`src/owcs_pkg.sv`:
```
// owcs_pkg: constants, register map, commands and carrier types of the
// ook wakeup call sequencer. assumes a single 100 MHz clock domain.
//
// How it works
// - call gates carrier on and off at 96kHz
// - timed call length from 0x04 bits 1:0
// - hold bit 0x04[5] keeps call going
// - 250us detect window once per listen period
// - call command starts timed or held call
// - detection stays open while pattern is present
// - leave on pattern low or three periods
// - alert flag only when pattern stopped
// - after call receiver listens for one second
// - listen hold bit 0x03[6] keeps window open
// - timer communication suspended while window open
// - random client packets accepted from several clients
// - packet: preamble, id, timing, length, payload, crc
// - each received packet with good crc answered by automatic ack
// - mask 0x2C[5] keeps alert off interrupt line
// - 0x00[2] places client in detection mode
package owcs_pkg;
  // clock and timing figures
  localparam int unsigned CLK_HZ         = 100_000_000;
  localparam int unsigned OOK_RATE_HZ    = 96_000;
  localparam int unsigned OOK_HALF_CYC   = CLK_HZ / (2 * OOK_RATE_HZ);
  localparam int unsigned CALL_BASE_MS   = 125;
  localparam int unsigned CALL_BASE_CYC  = (CLK_HZ / 1000) * CALL_BASE_MS;
  localparam int unsigned LISTEN_WIN_US  = 250;
  localparam int unsigned LISTEN_WIN_CYC = (CLK_HZ / 1_000_000) * LISTEN_WIN_US;
  localparam int unsigned LISTEN_BASE_MS = 16;
  localparam int unsigned LISTEN_BASE_CYC = (CLK_HZ / 1000) * LISTEN_BASE_MS;
  localparam int unsigned FSK_WIN_MS     = 1000;
  localparam int unsigned FSK_WIN_CYC    = (CLK_HZ / 1000) * FSK_WIN_MS;
  localparam int unsigned ACT_PERIODS    = 3;
  // register offsets
  localparam logic [7:0] ADDR_MODE_CTRL   = 8'h00;
  localparam logic [7:0] ADDR_SCAN_CTRL   = 8'h03;
  localparam logic [7:0] ADDR_WAKE_CTRL   = 8'h04;
  localparam logic [7:0] ADDR_EVT_STATUS  = 8'h2A;
  localparam logic [7:0] ADDR_EVT_MASK    = 8'h2C;
  localparam logic [7:0] ADDR_PAY_LEN     = 8'h37;
  localparam logic [7:0] ADDR_PAY_FIRST   = 8'h38;
  localparam logic [7:0] ADDR_PAY_LAST    = 8'h51;
  localparam logic [7:0] ADDR_RX_COUNT    = 8'h52;
  localparam int unsigned PAY_DEPTH       = 26;
  // field positions
  localparam int unsigned BIT_LISTEN_EN   = 2;
  localparam int unsigned BIT_LISTEN_HOLD = 6;
  localparam int unsigned BIT_CALL_HOLD   = 5;
  localparam int unsigned BIT_ALERT       = 5;
  localparam int unsigned LSB_LISTEN_SEL  = 2;
  // reset values and packet constants
  localparam logic [7:0] RST_REG8 = 8'h00;
  localparam logic [15:0] CRC_INIT = 16'hFFFF;
  localparam logic [15:0] CRC_POLY = 16'h1021;
  localparam logic [7:0] PREAMBLE_BYTE = 8'hAA;

  typedef enum logic [1:0] {OWCS_CMD_CALL, OWCS_CMD_LISTEN, OWCS_CMD_TRANSMIT, OWCS_CMD_NONE} owcs_cmd_code_type;
  typedef enum logic [1:0] {OWCS_M_IDLE, OWCS_M_CALL, OWCS_M_LISTEN} owcs_call_state_type;
  typedef enum logic [1:0] {OWCS_L_OFF, OWCS_L_SLEEP, OWCS_L_WIN, OWCS_L_DET} owcs_listen_state_type;
  typedef enum logic [2:0] {OWCS_T_IDLE, OWCS_T_PRE, OWCS_T_ID, OWCS_T_TIME, OWCS_T_LEN,
                            OWCS_T_PAY, OWCS_T_CRCH, OWCS_T_CRCL} owcs_tx_state_type;

  typedef struct packed {
    logic              valid;
    owcs_cmd_code_type code;
  } owcs_cmd_type;

  typedef struct packed {
    logic done;
    logic crc_ok;
  } owcs_rx_type;

  typedef struct packed {
    logic       valid;
    logic [7:0] data;
  } owcs_tx_type;
endpackage

```
`src/owcs_sequencer.sv`:
```
// owcs_sequencer: wakeup call, wakeup listening, post-call receive window,
// first packet framing and automatic acknowledge of the link manager.
// assumes the radio front end gives the ook detector level on an async pin
// and packet results on clk_sys; host access through a simple register port.
`timescale 1ns/10ps
`default_nettype none
module owcs_sequencer
  import owcs_pkg::*;
#(
  parameter int unsigned CALL_BASE  = CALL_BASE_CYC,   // cycles of shortest call
  parameter int unsigned WIN_CYC    = LISTEN_WIN_CYC,  // detect window length
  parameter int unsigned LBASE_CYC  = LISTEN_BASE_CYC, // shortest listen period
  parameter int unsigned FSK_CYC    = FSK_WIN_CYC,     // post-call receive window
  parameter logic [7:0]  CLIENT_ID  = 8'h5C,           // arbitrary value
  parameter logic [7:0]  TIMING_B   = 8'h00            // cycle time and random pointer
) (
  input  wire  logic         clk_sys,
  input  wire  logic         rst_n,
  input  wire  logic         ce,
  input  wire  logic [7:0]   reg_addr,
  input  wire  logic         reg_wr,
  input  wire  logic         reg_rd,
  input  wire  logic [7:0]   reg_wdata,
  output logic       [7:0]   reg_rdata,
  input  wire  owcs_cmd_type cmd,
  input  wire  logic         ook_pin,
  input  wire  owcs_rx_type  rx_pkt,
  input  wire  logic         tx_ready,
  output owcs_tx_type        tx_out,
  output logic               carrier_gate,
  output logic               ook_rx_window,
  output logic               fsk_rx_on,
  output logic               timer_comm_suspend,
  output logic               ack_start,
  output logic               irq
);
  // register file
  logic [7:0] mode_ctrl_r;                 // 0x00
  logic [7:0] scan_ctrl_r;                 // 0x03
  logic [7:0] wake_ctrl_r;                 // 0x04
  logic [7:0] mask_r;                      // 0x2C
  logic [7:0] len_r;                       // 0x37
  logic [7:0] rx_count_r;                  // accepted packets
  logic       alert_flag_r;                // sticky alert event
  logic [7:0] pay_mem [PAY_DEPTH];         // payload buffer
  // state
  owcs_call_state_type   call_st_r;
  owcs_listen_state_type lst_r;
  owcs_tx_state_type     tx_st_r;
  logic [31:0] call_cnt_r;                 // call and fsk window timer
  logic [9:0]  half_cnt_r;                 // ook half period
  logic [31:0] per_cnt_r;                  // listen period position
  logic [31:0] act_cnt_r;                  // activity time while detecting
  logic [4:0]  pay_idx_r;
  logic [15:0] crc_r;
  logic        ook_s1_r, ook_s2_r, ook_s3_r, ook_lvl_r;

  // crc16 ccitt over one byte
  function automatic logic [15:0] crc_step(input logic [15:0] c, input logic [7:0] d);
    logic [15:0] x;
    x = c ^ {d, 8'h00};
    for (int i = 0; i < 8; i++) begin
      x = x[15] ? ((x << 1) ^ CRC_POLY) : (x << 1);
    end
    return x;
  endfunction

  // decode and selection
  wire        wr_hit     = ce & reg_wr;
  wire        rd_stat    = ce & reg_rd & (reg_addr == ADDR_EVT_STATUS);
  wire        pay_hit    = (reg_addr >= ADDR_PAY_FIRST) && (reg_addr <= ADDR_PAY_LAST);
  wire [4:0]  pay_waddr  = 5'(reg_addr - ADDR_PAY_FIRST);
  wire        call_hold  = wake_ctrl_r[BIT_CALL_HOLD];
  wire        scan_hold  = scan_ctrl_r[BIT_LISTEN_HOLD];
  wire        listen_en  = mode_ctrl_r[BIT_LISTEN_EN];
  wire [31:0] call_dur   = CALL_BASE << wake_ctrl_r[1:0];
  wire [31:0] lper       = LBASE_CYC << wake_ctrl_r[LSB_LISTEN_SEL +: 3];
  wire [31:0] act_lim    = 32'(ACT_PERIODS) * lper;
  wire        cmd_call   = cmd.valid && (cmd.code == OWCS_CMD_CALL);
  wire        cmd_listen = cmd.valid && (cmd.code == OWCS_CMD_LISTEN);
  wire        cmd_tx     = cmd.valid && (cmd.code == OWCS_CMD_TRANSMIT);
  wire        call_done  = (call_cnt_r >= call_dur - 32'd1);
  wire        fsk_done   = (call_cnt_r >= FSK_CYC - 32'd1);
  wire        rx_good    = rx_pkt.done & rx_pkt.crc_ok;
  wire        act_out    = (act_cnt_r >= act_lim);
  wire        det_drop   = (lst_r == OWCS_L_DET) && !ook_lvl_r;
  wire        tx_take    = tx_out.valid & tx_ready;
  wire [15:0] crc_nxt    = crc_step(crc_r, tx_out.data);                   // crc with the byte on the link
  wire [4:0]  len_eff    = (len_r[4:0] > 5'(PAY_DEPTH)) ? 5'(PAY_DEPTH) : len_r[4:0];
  wire [7:0]  rd_mux     = (reg_addr == ADDR_MODE_CTRL)  ? mode_ctrl_r :
                           (reg_addr == ADDR_SCAN_CTRL)  ? scan_ctrl_r :
                           (reg_addr == ADDR_WAKE_CTRL)  ? wake_ctrl_r :
                           (reg_addr == ADDR_EVT_MASK)   ? mask_r :
                           (reg_addr == ADDR_PAY_LEN)    ? len_r :
                           (reg_addr == ADDR_RX_COUNT)   ? rx_count_r :
                           (reg_addr == ADDR_EVT_STATUS) ? 8'(alert_flag_r) << BIT_ALERT :
                           pay_hit ? pay_mem[pay_waddr] : 8'h00;

  // control registers; the listen command sets the enable bit itself
  always_ff @(posedge clk_sys) begin
    if (!rst_n) begin
      mode_ctrl_r <= RST_REG8;
      scan_ctrl_r <= RST_REG8;
      wake_ctrl_r <= RST_REG8;
      mask_r      <= RST_REG8;
      len_r       <= RST_REG8;
    end else if (ce) begin
      if (reg_wr && reg_addr == ADDR_MODE_CTRL) mode_ctrl_r <= reg_wdata;
      else if (cmd_listen) mode_ctrl_r[BIT_LISTEN_EN] <= 1'b1;
      if (reg_wr && reg_addr == ADDR_SCAN_CTRL) scan_ctrl_r <= reg_wdata;
      if (reg_wr && reg_addr == ADDR_WAKE_CTRL) wake_ctrl_r <= reg_wdata;
      if (reg_wr && reg_addr == ADDR_EVT_MASK) mask_r <= reg_wdata;
      if (reg_wr && reg_addr == ADDR_PAY_LEN) len_r <= reg_wdata;
    end
  end

  // payload buffer, one byte per address
  always_ff @(posedge clk_sys) begin
    if (wr_hit && pay_hit) pay_mem[pay_waddr] <= reg_wdata;
  end

  // read data stands until the next read strobe
  always_ff @(posedge clk_sys) begin
    if (!rst_n) reg_rdata <= 8'h00;
    else if (ce && reg_rd) reg_rdata <= rd_mux;
  end

  // ook pin synchroniser; level moves only when stages two and three agree
  always_ff @(posedge clk_sys) begin
    if (!rst_n) begin
      ook_s1_r  <= 1'b0;
      ook_s2_r  <= 1'b0;
      ook_s3_r  <= 1'b0;
      ook_lvl_r <= 1'b0;
    end else if (ce) begin
      ook_s1_r <= ook_pin;
      ook_s2_r <= ook_s1_r;
      ook_s3_r <= ook_s2_r;
      if (ook_s2_r == ook_s3_r) ook_lvl_r <= ook_s3_r;
    end
  end

  // master side: call, then receive window
  always_ff @(posedge clk_sys) begin
    if (!rst_n) begin
      call_st_r  <= OWCS_M_IDLE;
      call_cnt_r <= 32'd0;
    end else if (ce) begin
      case (call_st_r)
        OWCS_M_IDLE: begin
          call_cnt_r <= 32'd0;
          if (cmd_call) call_st_r <= OWCS_M_CALL;
        end
        OWCS_M_CALL: begin
          // hold overrides the timer; releasing it ends the call at once
          // pinned at full count, so the first cycle without hold ends the call
          if (call_hold) call_cnt_r <= '1;
          else if (call_done) begin
            call_st_r  <= OWCS_M_LISTEN;
            call_cnt_r <= 32'd0;
          end else call_cnt_r <= call_cnt_r + 32'd1;
        end
        OWCS_M_LISTEN: begin
          if (scan_hold) call_cnt_r <= 32'd0;
          else if (fsk_done) call_st_r <= OWCS_M_IDLE;
          else call_cnt_r <= call_cnt_r + 32'd1;
        end
        default: call_st_r <= OWCS_M_IDLE;
      endcase
    end
  end

  // ook keying of the carrier during the call
  always_ff @(posedge clk_sys) begin
    if (!rst_n) begin
      half_cnt_r   <= 10'd0;
      carrier_gate <= 1'b0;
    end else if (ce) begin
      if (call_st_r != OWCS_M_CALL) begin
        half_cnt_r   <= 10'd0;
        carrier_gate <= 1'b0;
      end else if (half_cnt_r == 10'(OOK_HALF_CYC - 1)) begin
        half_cnt_r   <= 10'd0;
        carrier_gate <= ~carrier_gate;
      end else half_cnt_r <= half_cnt_r + 10'd1;
    end
  end

  // receiver on and timers parked while the window is open; both from flops
  always_ff @(posedge clk_sys) begin
    if (!rst_n) begin
      fsk_rx_on          <= 1'b0;
      timer_comm_suspend <= 1'b0;
    end else if (ce) begin
      fsk_rx_on          <= (call_st_r == OWCS_M_LISTEN);
      timer_comm_suspend <= (call_st_r == OWCS_M_LISTEN);
    end
  end

  // client side: periodic sampling and detection
  always_ff @(posedge clk_sys) begin
    if (!rst_n) begin
      lst_r     <= OWCS_L_OFF;
      per_cnt_r <= 32'd0;
      act_cnt_r <= 32'd0;
    end else if (ce) begin
      per_cnt_r <= (per_cnt_r >= lper - 32'd1) ? 32'd0 : per_cnt_r + 32'd1;
      case (lst_r)
        OWCS_L_OFF: begin
          per_cnt_r <= 32'd0;
          if (listen_en) lst_r <= OWCS_L_WIN;
        end
        OWCS_L_SLEEP: if (per_cnt_r >= lper - 32'd1) lst_r <= OWCS_L_WIN;
        OWCS_L_WIN: begin
          act_cnt_r <= 32'd0;
          if (ook_lvl_r) lst_r <= OWCS_L_DET;
          else if (per_cnt_r >= WIN_CYC - 32'd1) lst_r <= OWCS_L_SLEEP;
        end
        OWCS_L_DET: begin
          act_cnt_r <= act_cnt_r + 32'd1;
          if (det_drop || act_out) begin
            lst_r     <= OWCS_L_SLEEP;
            per_cnt_r <= 32'd0;
          end
        end
        default: lst_r <= OWCS_L_OFF;
      endcase
      if (!listen_en) lst_r <= OWCS_L_OFF;
    end
  end

  // window output follows sampling state
  always_ff @(posedge clk_sys) begin
    if (!rst_n) ook_rx_window <= 1'b0;
    else if (ce) ook_rx_window <= (lst_r == OWCS_L_WIN) || (lst_r == OWCS_L_DET);
  end

  // sticky alert; a new alert beats a clearing read in the same cycle
  always_ff @(posedge clk_sys) begin
    if (!rst_n) alert_flag_r <= 1'b0;
    else if (ce) begin
      if (det_drop) alert_flag_r <= 1'b1;
      else if (rd_stat) alert_flag_r <= 1'b0;
    end
  end

  // interrupt line, masked alert only
  always_ff @(posedge clk_sys) begin
    if (!rst_n) irq <= 1'b0;
    else if (ce) irq <= alert_flag_r & ~mask_r[BIT_ALERT];
  end

  // every good packet gets an ack, whichever client sent it; counted only while the receive window is open
  always_ff @(posedge clk_sys) begin
    if (!rst_n) begin
      ack_start  <= 1'b0;
      rx_count_r <= 8'h00;
    end else if (ce) begin
      ack_start <= rx_good;
      if (rx_good && call_st_r == OWCS_M_LISTEN) rx_count_r <= rx_count_r + 8'h01;
    end
  end

  // first packet framing; crc covers id through payload
  always_ff @(posedge clk_sys) begin
    if (!rst_n) begin
      tx_st_r   <= OWCS_T_IDLE;
      tx_out    <= '0;
      pay_idx_r <= 5'd0;
      crc_r     <= CRC_INIT;
    end else if (ce) begin
      case (tx_st_r)
        OWCS_T_IDLE: if (cmd_tx) begin
          tx_st_r <= OWCS_T_PRE;
          tx_out  <= '{valid: 1'b1, data: PREAMBLE_BYTE};
          crc_r   <= CRC_INIT;
        end
        OWCS_T_PRE: if (tx_take) begin
          tx_st_r     <= OWCS_T_ID;
          tx_out.data <= CLIENT_ID;
        end
        OWCS_T_ID: if (tx_take) begin
          tx_st_r     <= OWCS_T_TIME;
          tx_out.data <= TIMING_B;
          crc_r       <= crc_step(crc_r, tx_out.data);
        end
        OWCS_T_TIME: if (tx_take) begin
          tx_st_r     <= OWCS_T_LEN;
          tx_out.data <= {3'b000, len_eff};
          crc_r       <= crc_step(crc_r, tx_out.data);
        end
        OWCS_T_LEN, OWCS_T_PAY: if (tx_take) begin
          // empty payload skips straight to the crc
          if (pay_idx_r == len_eff) begin
            tx_st_r     <= OWCS_T_CRCH;
            tx_out.data <= crc_nxt[15:8];
          end else begin
            tx_st_r     <= OWCS_T_PAY;
            tx_out.data <= pay_mem[pay_idx_r];
            pay_idx_r   <= pay_idx_r + 5'd1;
          end
          crc_r <= crc_step(crc_r, tx_out.data);
        end
        OWCS_T_CRCH: if (tx_take) begin
          tx_st_r     <= OWCS_T_CRCL;
          tx_out.data <= crc_r[7:0];
        end
        OWCS_T_CRCL: if (tx_take) begin
          tx_st_r   <= OWCS_T_IDLE;
          tx_out    <= '0;
          pay_idx_r <= 5'd0;
        end
        default: tx_st_r <= OWCS_T_IDLE;
      endcase
    end
  end
endmodule
`default_nettype wire

```
`config.mk`:
```
export PLATFORM = sky130hd
export DESIGN_NAME = owcs_sequencer
export DESIGN_NICKNAME = d
export VERILOG_FILES = /design/src/owcs_pkg.sv /design/src/owcs_sequencer.sv
export SDC_FILE = /design/constraint.sdc
export NUM_CORES = 1
export LEC_CHECK = 0
export BUFFER_PORTS_ARGS = -buffer_cell sky130_fd_sc_hd__buf_4
export CAP_MARGIN = 10
export CORE_ASPECT_RATIO = 0.7
export CORE_MARGIN = 4
export CORE_UTILIZATION = 40
export CTS_CLUSTER_DIAMETER = 100
export DETAILED_ROUTE_END_ITERATION = 6
export PLACE_DENSITY = 0.51
export SYNTH_ARGS = -nofsm -noshare
export SYNTH_HDL_FRONTEND = slang
export SYNTH_SLANG_ARGS = --single-unit
```
`constraint.sdc`:
```
create_clock -name clk_sys -period 15.5 [get_ports clk_sys]
set_clock_uncertainty 0.1 [all_clocks]
set_input_delay 3.1 -clock clk_sys [delete_from_list [all_inputs] [get_ports clk_sys]]
set_output_delay 3.1 -clock clk_sys [all_outputs]
set_load 0.01 [all_outputs]
```
==> metrics.yaml, run 1 <==
power:
  powerDensity_nw_per_um2: 97.0
  peakVddDrop_v: 0.0000835
  p_leak_uw: 0.00891
global_routing:
  grt_overflow: 0
  grt_first_pass_wirelength_mm: 106
  grt_pass1_vias: 16878
  antenna_found_initial: 4
  grt_start_max_net_pins: 71
  track_usage_pct: 21.7
synthesis:
  ys_ff_latch: 422
  ys_warn_count: 0
  syn_avg_cell_area_sq_um: 10.7
  synth_largest_area_cell: "edfxtp_1"
  yosysSeqAreaShare_pct: 44.5
  synth_cell_types: 88
  synth-edff-count: 208
  synth_ff_type: "dfxtp_1"
  async_reset_ff_share_pct: 0
  synthTopCellsByArea: "edfxtp_1 26%, dfxtp_1 18%, mux4_2 9.2%"
  synth_area_sq_um: 23700
  synth_top_area_share_pct: 26.4
  synth_cells: 2217
drt:
  remaining_drc_errors: 0
  drt-initial-drc-count: 1738
  ant_nets: 0
  routed_wl_mm: 69.5
  avgViaCountPerCell: 5.88
  dr.pass1.iters: 5
  num_vias: 17956
  wl_per_cell_microns: 22.7
setup_path:
  endpoint_kind: "flip-flop"
  worstPathArrival_ps: 6540
  timing_worst_setup_path_type: "flip-flop to flip-flop"
  cp.required_ps: 15910
  path_max_fanout: 21
  startpoint_type: "flip-flop"
timing:
  fin_crit_ps: 6130
  setup_viol: 0
  rsz0062_at_grt: "no"
  fin_crit_sh_pct: 39.5
  slew_viol_final: 0
  finalHoldViolCount: 0
  tightest_slew_ps: 1180
  clock.fmax_mhz: 163
  setup_tns_ps: 0
  relSlewSlack_pct: 19.0
cells_and_area:
  final_nets: 2377
  syn_to_final_growth_pct: 11.5
  drive_gt1_share_pct: 14.0
  fillers: 5434
  final_cells: 3054
  final_cell_area_sq_um: 26400
placed_design:
  post_dp_cell_area_sq_um: 24700
  io_buffers: 50
  gp_congestion: 0.872
  placed_cells: 2969
  hpwlAfterDp_mm: 48.6
cts:
  ctsResizeCount: 0
  cts_sinks: 422
  cts_hold_buffers: 0
  cts_made_buffers: 46
  clk_pin_slew_worst_paths_ps: 60
  clk_latency_ps: 610
  cts_setup_buffers: 0
  cts_tree: "done"
  cts-root-buf: "clkbuf_16"
  ctsHtreeMaxLevel: 2
  cts_buffer_depth: 3
floorplanning:
  die_area_sq_um: 63200
  core_sq_um: 58400
  io_pins: 51
  rows: 74
  start_util_pct: 40.5
  die_width_microns: 299
  die_y_microns: 212
status:
  run_status: "completed"
hold_path:
  hp-class: "flip-flop to flip-flop"
flow_run:
  maxCapViolations: 0
[synthesized netlist by cell type, types with 45 or more instances]
cell      count
nor2_1      121
mux4_2       97
o21ai_0      95
mux2i_1      51
nor3_1       49
nand2_1     213
edfxtp_1    208
inv_1        95
clkbuf_1     83
a21oi_1      73
xnor2_1      55
nand4_1      45
dfxtp_1     214
ha_1        125
nand3_1      93
[state kept, by name (all words and copies together), names as in the netlist, 3 cells and up, named ones only]
| signal | count |
|---|---|
| act_cnt_r | 32 |
| call_cnt_r | 32 |
| crc_r | 16 |
| half_cnt_r | 10 |
| len_r | 8 |
| mask_r | 8 |
| mode_ctrl_r | 8 |
| pay_idx_r | 5 |
| pay_mem | 208 |
| per_cnt_r | 32 |
| reg_rdata | 8 |
| rx_count_r | 8 |
| scan_ctrl_r | 8 |
| tx_out | 9 |
| tx_st_r | 3 |
| wake_ctrl_r | 8 |
[per-stage QoR]
| step | total power [uW] | hold WS (ps) | util (%) | worst slack, ps |
|---|---|---|---|---|
| floorplan | 1310 | 331 | - | 10050 |
| global placement | 1380 | 344 | 42.3 | 9010 |
| detailed placement | 1380 | 349 | 42.3 | 8910 |
| CTS | 2580 | 365 | 45.1 | 9470 |
| global route | 2650 | 386 | 45.2 | 8850 |
| finish | 2560 | 364 | 45.2 | 9370 |
[layer usage]
layer / wire length, microns / track usage [%] / vias up
li1: - / - / 8406
met1: 35200 / 34.5 / 8891
met2: 27100 / 29.0 / 569
met3: 5740 / 5.63 / 88
met4: 1350 / 4.95 / 2
met5: 20 / 0 / -
[final cells by class]
cell class	instances	area, sq um	share of cell area [%]
diodes	3	7.51	0.0284
clock buffers	53	1200	4.54
clock inverters	27	435	1.65
inverters	97	364	1.38
multi-input cells	1582	12300	46.6
flip-flops and latches	422	10500	39.9
well taps	798	998	3.78
repair buffers	72	561	2.12
[critical path, cell delays in order (launching register included)]
cell and delay [ps]:
dfxtp_1 610, inv_1 180, ha_1 270, inv_1 170, nand2_1 200, o22ai_1 440
inv_1 130, ha_1 360, o211ai_1 100, a22oi_1 230, nand3_1 140, a31oi_1 310
xnor2_1 190, ha_1 280, a211oi_1 270, o21a_1 160, a2bb2oi_1 190, a31oi_1 330
or3_4 570, or4_4 610, o31ai_2 190
[logic make-up (layout without fill, tap and decap cells)]
| logic type | count (synthesis) | after routing | synth area share, % |
|---|---|---|---|
| compound gates | 468 | 468 | 13.6 |
| xor+xnor | 92 | 92 | 3.40 |
| fa+ha+maj | 128 | 128 | 6.86 |
| buf+inv | 216 | 249 | 3.68 |
| flops | 422 | 422 | 44.5 |
| mux | 170 | 170 | 12.4 |
| other cells | 2 | 8 | 0.0317 |
| simple gates | 719 | 719 | 15.5 |
[path summary, 6_finish.rpt]
| kind | from | to | slack, ps | depth (start not counted) |
|---|---|---|---|---|
| worst max-delay path | wake_ctrl_r[2]$_SDFFE_PN0P_ | per_cnt_r[23]$_SDFFE_PN0P_ | 9370 | 20 |
| worst min register to register | per_cnt_r[30]$_SDFFE_PN0P_ | per_cnt_r[30]$_SDFFE_PN0P_ | 360 | 1 |
| worst max register to register | wake_ctrl_r[2]$_SDFFE_PN0P_ | per_cnt_r[23]$_SDFFE_PN0P_ | 9370 | 20 |
| worst min-delay path | per_cnt_r[30]$_SDFFE_PN0P_ | per_cnt_r[30]$_SDFFE_PN0P_ | 360 | 1 |
[report_power, final]
group | switching [uW] | internal (uW) | leakage, uW
clock network | 490 | 711 | 0.000796
registers | 7.18 | 1170 | 0.00360
logic | 127 | 51.3 | 0.00452
total | 624 | 1940 | 0.00891
[placed cells by master, fill, tap and decap left out, types with 17 or more instances in the layout]
master       n
o21ai_0     95
edfxtp_1   208
nand4_1     45
a21oi_1     73
and3_1      21
nor2_1     120
dfxtp_1    212
a31oi_1     25
nand2_1    213
a211oi_1    17
o22ai_1     25
mux2i_1     51
a311oi_1    20
and2_1      27
nor2b_1     34
o211ai_1    23
ha_1       125
inv_1       95
nand3_1     92
mux2_2      22
xor2_1      37
nand2b_1    19
nor3_1      49
clkbuf_16   46
xnor2_1     55
mux4_2      97
a21boi_0    41
buf_4       70
No activity file was read; power rests on OpenSTA's default activity.
==> inputs of run 2 (changes only) <==
--- a/config.mk
+++ b/config.mk
@@ -5,6 +5,7 @@
 export SDC_FILE = /design/constraint.sdc
 export NUM_CORES = 1
 export LEC_CHECK = 0
+export ABC_AREA = 1
 export BUFFER_PORTS_ARGS = -buffer_cell sky130_fd_sc_hd__buf_4
 export CAP_MARGIN = 10
 export CORE_ASPECT_RATIO = 0.7
==> constraint.sdc (replaced) <==
create_clock -name clk_sys -period 5.7 [get_ports clk_sys]
set_clock_uncertainty 0.1 [all_clocks]
set_input_delay 1.14 -clock clk_sys [delete_from_list [all_inputs] [get_ports clk_sys]]
set_output_delay 1.14 -clock clk_sys [all_outputs]
set_load 0.01 [all_outputs]
==> run 2 against run 1 <==
Against the previous run: count of clock-buffer cells in the layout is 3 higher; cell area up 6.4%; synthesized area is 7.6% higher; synthesized cell count increased by 53%; critical endpoint is now lst_r[1]$_SDFFE_PN0P_.
==> metrics.yaml, run 2 <==
status:
  run_status: "completed"
placed_design:
  post_dp_cell_area_sq_um: 26400
  hpwlAfterDp_mm: 57.6
  io_buffers: 50
  gp_congestion: 0.930
  placed_cells: 4166
global_routing:
  grt_pass1_vias: 21308
  grt_first_pass_wirelength_mm: 127
  track_usage_pct: 24.1
  antenna_found_initial: 0
  grt_overflow: 0
  grt_start_max_net_pins: 86
synthesis:
  synthTopCellsByArea: "edfxtp_1 25%, dfxtp_1 17%, nand2_1 13%"
  yosys-top-cells-count: "863 x nand2_1, 423 x nor2_1, 323 x a21oi_1"
  async_reset_ff_share_pct: 0
  ys_ff_latch: 422
  synth_xor_area_share_pct: 3.78
  synth-edff-count: 208
  synth_cells: 3398
  synth_top_area_share_pct: 24.5
  synth_cell_types: 72
  synth_area_sq_um: 25500
  yosys-mux-area-fraction_pct: 0
  yosys.area_share.adder_pct: 6.37
  synth_top_family_by_area: "simple AND/OR/NAND/NOR gates"
  yosys.area_share.simple_pct: 29.4
  ys_warn_count: 0
  synth_largest_area_cell: "edfxtp_1"
  synth_ff_type: "dfxtp_1"
  syn_avg_cell_area_sq_um: 7.50
  synth_compound_area_share_pct: 11.8
  yosysSeqAreaShare_pct: 41.3
  synth.most_common_cell: "nand2_1"
cts:
  cts-root-buf: "clkbuf_16"
  cts_tree: "done"
  cts_made_buffers: 47
  ctsHtreeMaxLevel: 2
  cts_sinks: 422
  cts_buffer_depth: 3
  clk_latency_ps: 590
  clk_pin_slew_worst_paths_ps: 70
  cts_hold_buffers: 0
drt:
  avgViaCountPerCell: 5.41
  wl_per_cell_microns: 19.4
  num_vias: 23002
  routed_wl_mm: 82.3
  ant_nets: 0
  dr.pass1.iters: 6
  drt-initial-drc-count: 2579
  remaining_drc_errors: 0
timing:
  tightest_slew_ps: 1180
  fin_crit_ps: 5150
  setup_viol: 0
  setup_tns_ps: 0
  fin_crit_sh_pct: 90.3
  clock.fmax_mhz: 194
  rsz0062_at_grt: "no"
  relSlewSlack_pct: 21.0
  slew_viol_final: 0
  finalHoldViolCount: 0
cells_and_area:
  largest_register_ffs: 208
  final_nets: 3542
  final_cell_mix: "862 x nand2_1, 422 x nor2_1, 323 x a21oi_1, 288 x inv_1, 212 x dfxtp_1"
  final_cells: 4253
  drive_gt1_share_pct: 7.83
  n_antenna_cell: 0
  fillers: 6266
  layout_commonest_cell: "nand2_1"
  final_cell_area_sq_um: 28100
  largest_register: "pay_mem"
  syn_to_final_growth_pct: 10.2
floorplanning:
  rows: 77
  start_util_pct: 40.4
  io_pins: 51
  die_area_sq_um: 67900
  die_width_microns: 310
  core_sq_um: 63100
  die_y_microns: 219
setup_path:
  cp.required_ps: 6080
  timing_worst_setup_path_type: "flip-flop to flip-flop"
  endpoint_kind: "flip-flop"
  worstPathArrival_ps: 5530
  startpoint_type: "flip-flop"
  path_max_fanout: 17
power:
  powerDensity_nw_per_um2: 249
  peakVddDrop_v: 0.000183
  p_leak_uw: 0.0115
  p_total_uw: 6990
flow_run:
  maxCapViolations: 0
hold_path:
  hp-class: "flip-flop to flip-flop"
## run 2: report_power, final
part	total, uW	switching [uW]	leakage [uW]	internal, uW
clock	3280	1350	0.000789	1920
combinational	492	370	0.00709	122
sequential	3220	22.2	0.00360	3200
total	6990	1750	0.0115	5250
## run 2: kinds of logic after synthesis
kind of cell | after synthesis
flops | 422
compound gates | 556
xor+xnor | 110
simple gates | 1724
other cells | 2
fa+ha+maj | 128
buf+inv | 456
## run 2: per-layer routing
layer	vias to the layer above	track usage [%]	part of all wire (%)
met4	0	4.97	1.8
met2	787	32.2	38
li1	11248	-	-
met1	10877	38.8	51
met5	-	0	0
met3	90	5.23	8.7
## run 2: area by class of cell
class                           count  area, sq um  share of cell area (%)
Inverter                          315         1190                    4.23
Tap cell                          829         1040                    3.69
Multi-Input combinational cell   2523        13100                    46.7
Clock buffer                       56         1270                    4.53
Sequential cell                   422        10500                    37.5
Timing Repair Buffer               77          578                    2.06
Clock inverter                     31          365                    1.30
## run 2: worst max-delay path, stage by stage (launching register included)
cell and delay (ps):
dfxtp_1 720, inv_2 280, ha_1 330, a21oi_1 190, inv_1 120, ha_1 360
a21o_1 170, a21oi_1 100, nand2_1 90, a21boi_1 250, o21ai_2 110, a21boi_2 190
o21ai_0 130, xor2_1 220, ha_1 290, nand2_1 90, inv_1 40, nor3_1 260
o21ai_0 130, a21oi_1 140, nand3_1 160, nor2_1 130, nand2_1 60, nand3_1 170
nand2_1 90, nand2_1 70, nor2_1 40
## run 2: through the flow
stage | setup slack (ps) | hold slack (ps) | utilization [%]
4_1_cts | 441 | 344 | 44.5
2_1_floorplan | 1440 | 319 | -
6_report | 553 | 347 | 44.5
5_1_grt | 97.5 | 371 | 44.5
3_5_place_dp | 476 | 334 | 41.9
3_3_place_gp | 611 | 327 | 41.9
## run 2: what timing repair did
| item | in CTS | in global routing |
|---|---|---|
| resized for setup | 0 | 2 |
| endpoints found under the setup margin | 0 | 31 |
| setup buffers | 0 | 0 |
## run 2: path summary, 6_finish.rpt
| kind | from | endpoint | slack [ps] | depth (start not counted) |
|---|---|---|---|---|
| hold / removal | per_cnt_r[29]$_SDFFE_PN0P_ | per_cnt_r[29]$_SDFFE_PN0P_ | 350 | 2 |
| setup / recovery | wake_ctrl_r[4]$_SDFFE_PN0P_ | lst_r[1]$_SDFFE_PN0P_ | 550 | 26 |
| hold reg to reg | per_cnt_r[29]$_SDFFE_PN0P_ | per_cnt_r[29]$_SDFFE_PN0P_ | 350 | 2 |
| setup reg to reg | wake_ctrl_r[4]$_SDFFE_PN0P_ | lst_r[1]$_SDFFE_PN0P_ | 550 | 26 |
